==> src/ddt_pkg.sv <==
// How it works
// RULE1 - fifteen stage prescaler from 32 kHz crystal
// RULE2 - timer one: 8-bit down, three modes
// RULE3 - timer one clock: 4k, 2k, 1k, 512 Hz
// RULE4 - zero-stop: nonzero load starts, zero halts, interrupts
// RULE5 - synchronized: start waits for 64 Hz edge
// RULE6 - synchronized count gates high-drive outputs, else high
// RULE7 - software picks nine down to three gated outputs
// RULE8 - timer two: 8-bit down, zero-stop or reload
// RULE9 - reload: keep load, reload at zero, repeat
// RULE10 - reload: interrupt at every zero
// RULE11 - timer two clock: 256, 64, 16, 4 Hz
// RULE12 - load while counting replaces count and reload
package ddt_pkg;

	localparam int PRE_STAGES = 15;

	localparam logic [7:0] A_T1_CTRL   = 8'h00;
	localparam logic [7:0] A_T1_LOAD   = 8'h04;
	localparam logic [7:0] A_T2_CTRL   = 8'h08;
	localparam logic [7:0] A_T2_LOAD   = 8'h0c;
	localparam logic [7:0] A_PORT      = 8'h10;
	localparam logic [7:0] A_IRQ_STAT  = 8'h14;
	localparam logic [7:0] A_IRQ_MASK  = 8'h18;
	localparam logic [7:0] A_PRESCALER = 8'h1c;

	localparam int T1_MODE_LSB = 0;
	localparam int T1_CLK_LSB  = 2;
	localparam int T1_GATE_LSB = 4;
	localparam int T2_MODE_BIT = 0;
	localparam int T2_CLK_LSB  = 1;
	localparam int IRQ_T1      = 0;
	localparam int IRQ_T2      = 1;

	localparam logic [1:0] MODE_ZERO_STOP = 2'h0;
	localparam logic [1:0] MODE_SYNC      = 2'h1;
	localparam logic [1:0] MODE_RELOAD    = 2'h2;

	// prescaler bit k runs at 32768 / 2^(k+1) Hz
	localparam logic [3:0][3:0] T1_TAP   = {4'h5, 4'h4, 4'h3, 4'h2};
	localparam logic [3:0][3:0] T2_TAP   = {4'hc, 4'ha, 4'h8, 4'h6};
	localparam logic [3:0]      SYNC_TAP = 4'h8;

	localparam int         HD_PINS  = 9;
	localparam logic [2:0] GATE_MAX = 3'h6;
	localparam logic [8:0] PORT_RST = 9'h000;
	localparam logic [8:0] HD_RST   = 9'h1ff;

	typedef struct packed {
		logic       high_drive_extra_pin;
		logic [3:0] high_drive_port_b;
		logic [3:0] high_drive_port_a;
	} ddt_hd_t;

	typedef struct packed {
		logic [7:0] cnt;
		logic [7:0] rld;
		logic       run;
		logic       arm;
	} ddt_tmr_t;

	typedef struct packed {
		logic [2:0] gate;
		logic [1:0] clk;
		logic [1:0] mode;
	} ddt_t1_cfg_t;

	typedef struct packed {
		logic [1:0] clk;
		logic       mode;
	} ddt_t2_cfg_t;

	typedef struct packed {
		logic       act;
		logic       wr;
		logic [7:0] addr;
	} ddt_bus_t;

	typedef struct packed {
		logic                  xs1;
		logic                  xs2;
		logic                  xprev;
		logic [PRE_STAGES-1:0] pre;
		ddt_t1_cfg_t           c1;
		ddt_t2_cfg_t           c2;
		ddt_tmr_t              t1;
		ddt_tmr_t              t2;
		logic [8:0]            port;
		logic [1:0]            ist;
		logic [1:0]            imsk;
		ddt_bus_t              bus;
		logic [31:0]           rdata;
		ddt_hd_t               hd;
	} ddt_state_t;

endpackage

==> src/ddt_timers.sv <==
`timescale 1ns/1ps
module ddt_timers (
	input  logic             hclk,
	input  logic             hresetn,
	input  logic             hsel,
	input  logic [31:0]      haddr,
	input  logic [1:0]       htrans,
	input  logic             hwrite,
	input  logic [2:0]       hsize,
	input  logic [31:0]      hwdata,
	input  logic             hready,
	output logic             hreadyout,
	output logic             hresp,
	output logic [31:0]      hrdata,
	input  logic             xtal_clk,
	output logic             irq,
	output ddt_pkg::ddt_hd_t hd_out
);

	localparam ddt_pkg::ddt_state_t ST_RST = '{
		port:    ddt_pkg::PORT_RST,
		hd:      ddt_pkg::HD_RST,
		default: '0
	};

	ddt_pkg::ddt_state_t st_q;
	ddt_pkg::ddt_state_t st_d;

	logic       xe;
	logic       tk1;
	logic       tk2;
	logic       tk64;
	logic       wr;
	logic       ld1;
	logic       ld2;
	logic       z1;
	logic       z2;
	logic       sact;
	logic [8:0] gm;

	// high when the selected prescaler bit goes from 0 to 1 on the next increment
	function automatic logic tap_rise(
		input logic [ddt_pkg::PRE_STAGES-1:0] p,
		input logic [3:0]                     k
	);
		logic r;
		r = ~p[k];
		for (int i = 0; i < ddt_pkg::PRE_STAGES; i++) begin
			if (i < int'(k)) begin
				r = r & p[i];
			end
		end
		return r;
	endfunction

	// the lowest n outputs take part in the gating, n from nine down to three
	function automatic logic [8:0] gate_mask(input logic [2:0] sel);
		logic [8:0] m;
		int         n;
		n = (sel > ddt_pkg::GATE_MAX) ? 3 : ddt_pkg::HD_PINS - int'(sel);
		for (int i = 0; i < ddt_pkg::HD_PINS; i++) begin
			m[i] = (i < n);
		end
		return m;
	endfunction

	// one count step; a reloading timer holds zero for one tick, then reloads
	function automatic ddt_pkg::ddt_tmr_t tmr_step(
		input ddt_pkg::ddt_tmr_t t,
		input logic              tk,
		input logic              rl
	);
		ddt_pkg::ddt_tmr_t r;
		r = t;
		if (tk && t.run) begin
			if (t.cnt == 8'h00) begin
				if (rl) begin
					r.cnt = t.rld; // [RULE9]
				end else begin
					r.run = 1'b0;
				end
			end else begin
				r.cnt = t.cnt - 8'h01;
				if (t.cnt == 8'h01 && !rl) begin
					r.run = 1'b0; // [RULE4]
				end
			end
		end
		return r;
	endfunction

	// a zero load stops the timer; a sync-mode timer that is idle is armed to wait for the 64 Hz edge
	function automatic ddt_pkg::ddt_tmr_t tmr_load(
		input ddt_pkg::ddt_tmr_t t,
		input logic [7:0]        v,
		input logic              sy
	);
		ddt_pkg::ddt_tmr_t r;
		r = t;
		r.cnt = v; // [RULE12]
		r.rld = v; // [RULE9]
		if (v == 8'h00) begin
			r.run = 1'b0;
			r.arm = 1'b0;
		end else if (sy && !t.run) begin
			r.arm = 1'b1; // [RULE5]
		end else begin
			r.run = 1'b1; // [RULE4]
			r.arm = 1'b0;
		end
		return r;
	endfunction

	assign xe   = st_q.xs2 & ~st_q.xprev;
	assign tk1  = xe & tap_rise(st_q.pre, ddt_pkg::T1_TAP[st_q.c1.clk]); // [RULE3]
	assign tk2  = xe & tap_rise(st_q.pre, ddt_pkg::T2_TAP[st_q.c2.clk]); // [RULE11]
	assign tk64 = xe & tap_rise(st_q.pre, ddt_pkg::SYNC_TAP);            // [RULE5]
	assign wr   = st_q.bus.act & st_q.bus.wr;
	assign ld1  = wr & (st_q.bus.addr == ddt_pkg::A_T1_LOAD);
	assign ld2  = wr & (st_q.bus.addr == ddt_pkg::A_T2_LOAD);
	assign z1   = tk1 & st_q.t1.run & (st_q.t1.cnt == 8'h01) & ~ld1; // [RULE4]
	assign z2   = tk2 & st_q.t2.run & (st_q.t2.cnt == 8'h01) & ~ld2; // [RULE10]
	assign sact = (st_q.c1.mode == ddt_pkg::MODE_SYNC) & st_q.t1.run;
	assign gm   = gate_mask(st_q.c1.gate); // [RULE7]

	assign hreadyout = 1'b1;
	assign hresp     = 1'b0;
	assign hrdata    = st_q.rdata;
	assign irq       = |(st_q.ist & st_q.imsk);
	assign hd_out    = st_q.hd;

	always_comb begin
		logic [1:0] clr;
		clr = 2'h0;
		st_d = st_q;

		// crystal pin crosses in through two flops before the edge detector
		st_d.xs1   = xtal_clk;
		st_d.xs2   = st_q.xs1;
		st_d.xprev = st_q.xs2;
		if (xe) begin
			st_d.pre = st_q.pre + 15'h0001; // [RULE1]
		end

		st_d.t1 = tmr_step(st_q.t1, tk1, st_q.c1.mode == ddt_pkg::MODE_RELOAD); // [RULE2]
		if (st_q.t1.arm && tk64) begin
			st_d.t1.run = 1'b1; // [RULE5]
			st_d.t1.arm = 1'b0;
		end
		st_d.t2 = tmr_step(st_q.t2, tk2, st_q.c2.mode); // [RULE8]

		// address phase: only whole-word writes are taken; reads of any size load rdata
		st_d.bus.act  = hsel & htrans[1] & hready & (hsize == 3'h2);
		st_d.bus.wr   = hwrite;
		st_d.bus.addr = haddr[7:0];
		if (hsel && htrans[1] && hready && !hwrite) begin
			case (haddr[7:0])
				ddt_pkg::A_T1_CTRL: begin
					st_d.rdata = {22'h0, st_q.t1.arm, st_q.t1.run, 1'b0, st_q.c1};
				end
				ddt_pkg::A_T1_LOAD: begin
					st_d.rdata = {24'h0, st_q.t1.cnt};
				end
				ddt_pkg::A_T2_CTRL: begin
					st_d.rdata = {23'h0, st_q.t2.run, 5'h0, st_q.c2};
				end
				ddt_pkg::A_T2_LOAD: begin
					st_d.rdata = {24'h0, st_q.t2.cnt};
				end
				ddt_pkg::A_PORT: begin
					st_d.rdata = {23'h0, st_q.port};
				end
				ddt_pkg::A_IRQ_STAT: begin
					st_d.rdata = {30'h0, st_q.ist};
				end
				ddt_pkg::A_IRQ_MASK: begin
					st_d.rdata = {30'h0, st_q.imsk};
				end
				ddt_pkg::A_PRESCALER: begin
					st_d.rdata = {17'h0, st_q.pre};
				end
				default: begin
					st_d.rdata = 32'h0;
				end
			endcase
		end

		// data phase: a load overrides a count step in the same cycle
		if (wr) begin
			case (st_q.bus.addr)
				ddt_pkg::A_T1_CTRL: begin
					st_d.c1.mode = hwdata[ddt_pkg::T1_MODE_LSB +: 2]; // [RULE2]
					st_d.c1.clk  = hwdata[ddt_pkg::T1_CLK_LSB +: 2];  // [RULE3]
					st_d.c1.gate = hwdata[ddt_pkg::T1_GATE_LSB +: 3]; // [RULE7]
				end
				ddt_pkg::A_T1_LOAD: begin
					st_d.t1 = tmr_load(st_q.t1, hwdata[7:0],
						st_q.c1.mode == ddt_pkg::MODE_SYNC); // [RULE12]
				end
				ddt_pkg::A_T2_CTRL: begin
					st_d.c2.mode = hwdata[ddt_pkg::T2_MODE_BIT];     // [RULE8]
					st_d.c2.clk  = hwdata[ddt_pkg::T2_CLK_LSB +: 2]; // [RULE11]
				end
				ddt_pkg::A_T2_LOAD: begin
					st_d.t2 = tmr_load(st_q.t2, hwdata[7:0], 1'b0); // [RULE12]
				end
				ddt_pkg::A_PORT: begin
					st_d.port = hwdata[8:0];
				end
				ddt_pkg::A_IRQ_STAT: begin
					clr = hwdata[1:0];
				end
				ddt_pkg::A_IRQ_MASK: begin
					st_d.imsk = hwdata[1:0];
				end
				default: begin
					st_d.port = st_q.port;
				end
			endcase
		end

		// a new zero event wins over a clear in the same cycle
		st_d.ist = (st_q.ist & ~clr) | {z2, z1}; // [RULE10]

		// gated pins sit high unless timer one counts in synchronized mode
		st_d.hd = st_q.port | (gm & {9{~sact}}); // [RULE6]
	end

	always_ff @(posedge hclk or negedge hresetn) begin
		if (!hresetn) begin
			st_q <= ST_RST;
		end else begin
			st_q <= st_d;
		end
	end
endmodule

==> config.mk <==
export PLATFORM = sky130hd
export DESIGN_NAME = ddt_timers
export DESIGN_NICKNAME = d
export VERILOG_FILES = /design/src/ddt_pkg.sv /design/src/ddt_timers.sv
export SDC_FILE = /design/constraint.sdc
export NUM_CORES = 1
export LEC_CHECK = 0
export BUFFER_PORTS_ARGS = -buffer_cell sky130_fd_sc_hd__buf_2
export CAP_MARGIN = 20
export CORE_MARGIN = 5
export CORE_UTILIZATION = 51
export DETAILED_ROUTE_END_ITERATION = 16
export PLACE_DENSITY = 0.77
export SLEW_MARGIN = 15
export SYNTH_ARGS = -nofsm -noshare
export SYNTH_HDL_FRONTEND = slang
export SYNTH_SLANG_ARGS = --single-unit
==> constraint.sdc <==
create_clock -name hclk -period 2.3 [get_ports hclk]
set_input_delay 0.46 -clock hclk [delete_from_list [all_inputs] [get_ports hclk]]
set_output_delay 0.46 -clock hclk [all_outputs]
set_load 0.02 [all_outputs]
# == Word-level counts from Yosys, hierarchy flattened ==
# Cells that the tools add are included.
# word_totals
reg_bits,128
input_bits,75
output_inout_bits,44
elab_cells,252
# classes
add_sub_neg,4
n_lt_le_gt_ge,44
n_eq_ne,19
n_mux,65
bitwise_logic,68
n_reduce_logical,25
# ops
operator,n
< comparator 4 x 32 -> 1 bit (first input constant),4
case mux 15 bit (8 select lines),1
< comparator 3 x 32 -> 1 bit (first input constant),2
equality test 8 x 5 -> 1 bit (second input constant),7
< comparator 4 bit (first input constant),14
bitwise AND 1 bit,55
2-to-1 mux 8 bit,6
2-to-1 mux 45 bit,1
2-to-1 mux 1 bit,42
zero test 8 bit,5
2-to-1 mux 18 bit,2
equality test 8 x 4 -> 1 bit (second input constant),4
< comparator 1 x 32 -> 1 bit (first input constant),1
< comparator 2 x 32 -> 1 bit (first input constant),1
< comparator 3 x 4 -> 1 bit (first input constant),8
< comparator 5 x 32 -> 1 bit (first input constant),1
2-to-1 mux 32 bit,1
binary-select mux 4 bit (select 2 bit),2
equality test 8 x 1 -> 1 bit (second input constant),2
equality test 8 x 3 -> 1 bit (second input constant),2
< comparator 1 x 4 -> 1 bit (first input constant),4
< comparator 2 x 4 -> 1 bit (first input constant),4
subtractor 8 x 1 -> 8 bit (second input constant),2
adder 15 x 1 -> 15 bit (second input constant),1
22 further kinds,53

# == Logic depth before layout (Yosys ltp) ==
# logic_depth
ltp_word,41
depth_mapped,8
depth_no_buf,7

# == Worst setup path before layout ==
# OpenSTA, ideal clock, no wires.
# synth_timing
path_type,register to register
startpoint,register st_q[101] (netlist name)
endpoint,register st_q[78] (netlist name)
setup_ns,0.141
arrival_ns,1.980
slack_ns,0.178
stages_incl_launch_ff,8
path_buffers,0
cell_sequence,dfrtp_1 inv_1 ha_1 mux4_2 nor3_2 a32oi_2 o31ai_1 a31oi_1
# synth_lines
element,line_no,source
from (decl),ddt_timers.sv:26,ddt_pkg::ddt_state_t st_q;
from (signal assigned),ddt_timers.sv:233,st_q <= st_d;

==> impl_metrics.env <==
export IMPL_status="finished, final reports clean"
export IMPL_track_usage_pct=21.32
export IMPL_synthSimpleGateAreaFrac_pct=20.48
export IMPL_synthArstFlopShare_pct=100.0
export IMPL_worstReg2RegEnd="st_q[80]"
export IMPL_drt_met1_wl_um=6423
export IMPL_p_total_mw=4.973
export IMPL_wl_met3_um=1193
export IMPL_viasPerCell=6.050
export IMPL_cts_max_level=3
export IMPL_rrSetupSlack_ps=100
export IMPL_n_fill_cell=1023
export IMPL_fin_crit_sh_pct=95.65
export IMPL_antenna_found_initial=0
export IMPL_fp_coreArea_um2=11910
export IMPL_power_density_nw_per_um2=736.8
export IMPL_hold_buffers=0
export IMPL_grt_start_max_net_pins=44
export IMPL_syn_area_per_cell_um2=10.05
export IMPL_clock_tree_buffer_depth=2
export IMPL_die_h_um=119.8
export IMPL_drv_slew=0
export IMPL_rows=40
export IMPL_die_width_um=119.8
export IMPL_syn_inst=612
export IMPL_grt_pass1_vias=4583
export IMPL_cp_data_arrival_time_ps=2470
export IMPL_dr_total_vias=4816
export IMPL_cp_end_kind="flop"
export IMPL_synth_xor_area_share_pct=1.993
export IMPL_ys_seq_area_share_pct=44.93
export IMPL_pwr_share_comb_pct=20.0
export IMPL_io_buffer_count=51
export IMPL_top_layer="met4"
export IMPL_antenna_left=0
export IMPL_place_ws_ps=34.52
export IMPL_cts_tree="done"
export IMPL_finalHoldWorstSlack_ps=27.43
export IMPL_synth_enable_flop_cells=0
export IMPL_overflow=0
export IMPL_synth_fa_ha_area_share_pct=3.255
export IMPL_finalClockSkew_ps=12.54
export IMPL_fmax_mhz=454.6
export IMPL_synthFlopType="dfrtp_1"
export IMPL_grt_pass1_wl_um=24310
export IMPL_syn_cell_area_um2=6151
export IMPL_final_hold_violation_count=0
export IMPL_yosys_warnings=0
export IMPL_synth_compound_area_share_pct=13.14
export IMPL_pin_count=119
export IMPL_power_frac_clock_pct=33.0
export IMPL_syn_to_final_growth_pct=9.723
export IMPL_maxCapViolations=0
export IMPL_seqPwrFrac_pct=47.0
export IMPL_crit_fanout=8
export IMPL_r2r_start="st_q[102]"
export IMPL_drt_initial_drc_count=482
export IMPL_fin_nets=735
export IMPL_synth_cell_types=76
export IMPL_synth_top_family_by_area="simple AND/OR/NAND/NOR gates"
export IMPL_power_leakage_nw=2.952
export IMPL_dr_wl_met2_um=6968
export IMPL_clk_pin_slew_ps=80
export IMPL_slowest_delay_ps=380
export IMPL_clk_latency_ps=360
export IMPL_place_gp_congestion=0.9486
export IMPL_wl_per_cell_um=18.97
export IMPL_synth_mux_area_share_pct=8.055
export IMPL_crit_type="reg2reg"
export IMPL_ys_ff_latch=110
export IMPL_critical_path_slowest_cell="a32o_2"
export IMPL_setup_viol=0
export IMPL_drive_gt1_share_pct=23.27
export IMPL_critPathLaunchType="flop"
export IMPL_worst_pin_slew_ps=531.6
export IMPL_switchingPower_mw=1.543
export IMPL_ir_drop_uv=340.6
export IMPL_routed_wl_um=15100
export IMPL_hold_path_class="in2async"
export IMPL_drc=0
export IMPL_first_pass_iters=5
export IMPL_crit_chain="inv_1, ha_1, mux4_2, nor3_2, a32o_2, nand4_1, a31oi_1"
export IMPL_internal_power_mw=3.430
export IMPL_fin_ws_ps=100.1
export IMPL_grt_setup_unrepaired="no"
export IMPL_place_hpwl_um=11280
export IMPL_crit_required_ps=2570
export IMPL_layout_min_cycle_time_ps=2200
export IMPL_antenna_cells=0
export IMPL_slew_headroom_pct=64.23
export IMPL_cts_buffers=9
export IMPL_reg2reg_depth=7
export IMPL_swShare_pct=31.02
export IMPL_die_area_um2=14360
export IMPL_clock_sinks=110
export IMPL_tns_ps=0
export IMPL_cts_root_buf="clkbuf_16"
export IMPL_initial_core_util_pct=51.64
==> placed cells by master, fill, tap and decap left out, drive strengths merged, types with 4 or more instances in the layout <==
master	n
a31oi	13
nand3b	7
nand2b	6
ha	16
nor2	33
clkbuf	10
nor3b	7
a32oi	4
o211ai	8
buf	75
dfrtp	101
nand4	13
a21oi	14
conb	19
a221oi	8
o31ai	8
o21ai	25
nor3	9
inv	17
nor4	4
nor4b	4
or4	6
xnor2	12
or2	4
and3	6
a21o	7
and3b	4
nand3	21
and2	5
nand2	84
dfstp	9
mux2	27
mux2i	9
nor2b	5
==> cell usage after synthesis, types with 9 or more instances <==
| master | instances | area (µm²) |
|---|---|---|
| dfrtp_1 | 101 | 2527 |
| nand3_1 | 20 | 100.1 |
| a31oi_1 | 13 | 81.33 |
| nand2_1 | 84 | 315.3 |
| mux2_2 | 18 | 202.7 |
| buf_4 | 43 | 322.8 |
| nor2_1 | 31 | 116.4 |
| mux2_4 | 9 | 135.1 |
| inv_1 | 14 | 52.55 |
| dfstp_2 | 9 | 236.5 |
| o21ai_0 | 25 | 125.1 |
| a21oi_1 | 14 | 70.07 |
| xnor2_1 | 12 | 105.1 |
| clkbuf_1 | 23 | 86.33 |
| nand4_1 | 13 | 81.33 |
| ha_1 | 16 | 200.2 |
| mux2i_1 | 9 | 90.09 |
==> flip-flops by register name (all words and copies together), names as in the netlist <==
name	flops
hd_out	9
hrdata	15
st_d	2
st_q	84
==> per-layer routing <==
metal	global-route usage [%]	vias to the layer above
met1	29.79	2360
met5	0	-
met2	32.49	207
li1	-	2211
met3	3.299	38
met4	10.45	0
==> metrics by stage <==
step / cell area, µm² / instances / utilization, %
global route: 6749 / 796 / 56.66
detailed placement: 6414 / 779 / 53.84
finish: 6749 / 796 / 56.66
CTS: 6729 / 795 / 56.49
global placement: 6414 / 779 / 53.84
floorplan: 6215 / 629 / -
==> how the worst max path moves through the flow <==
stage               cells past startpoint  slack, ps      start        end
floorplan                               7        180  st_q[101]   st_q[78]
global placement                        7        140   haddr[0]  hrdata[5]
detailed placement                      7         30   haddr[0]  hrdata[4]
CTS                                     7         50  st_q[101]   st_q[80]
global route                            7        0.8  st_q[102]   st_q[80]
finish                                  7        100  st_q[102]   st_q[80]
==> power groups by stage <==
stage               clock (mW)  sequential (mW)  combinational [mW]
floorplan                    0             2.27               0.723
global placement             0             2.35               0.947
detailed placement           0             2.37               0.979
CTS                       1.66             2.33               0.985
global route              1.73             2.36                1.09
finish                    1.64             2.33               0.997
==> cell families after synthesis <==
kind of cell	Yosys count
xor+xnor	14
other cells	2
compound gates	116
simple gates	230
fa+ha+maj	16
flops	110
mux	39
buf+inv	85
==> final cells by class <==
class	instances	area (µm²)	area share [%]
flip-flops and latches	110	2764	40.95
clock buffers	10	239.0	3.541
clock inverters	6	76.32	1.131
repair buffers	75	462.9	6.859
inverters	14	52.55	0.7786
multi-input cells	434	2970	44.01
well taps	147	183.9	2.725
==> worst max-delay path: cells and delay by family, from the launching register on <==
kind / cells / cell delay (ps)
adders and majority gates: 1 / 350
AOI/OAI and AO/OA: 2 / 590
muxes: 1 / 330
buffers and inverters: 1 / 80
and+or+nand+nor: 2 / 420
DFF: 1 / 350
==> timing repair <==
item	4_1_cts	5_1_grt
endpoints found under the hold margin	0	0
endpoints found under the setup margin	0	4
resized for setup	0	2
buffers inserted	0	1
Note: power is estimated with default switching activity, not from simulation.
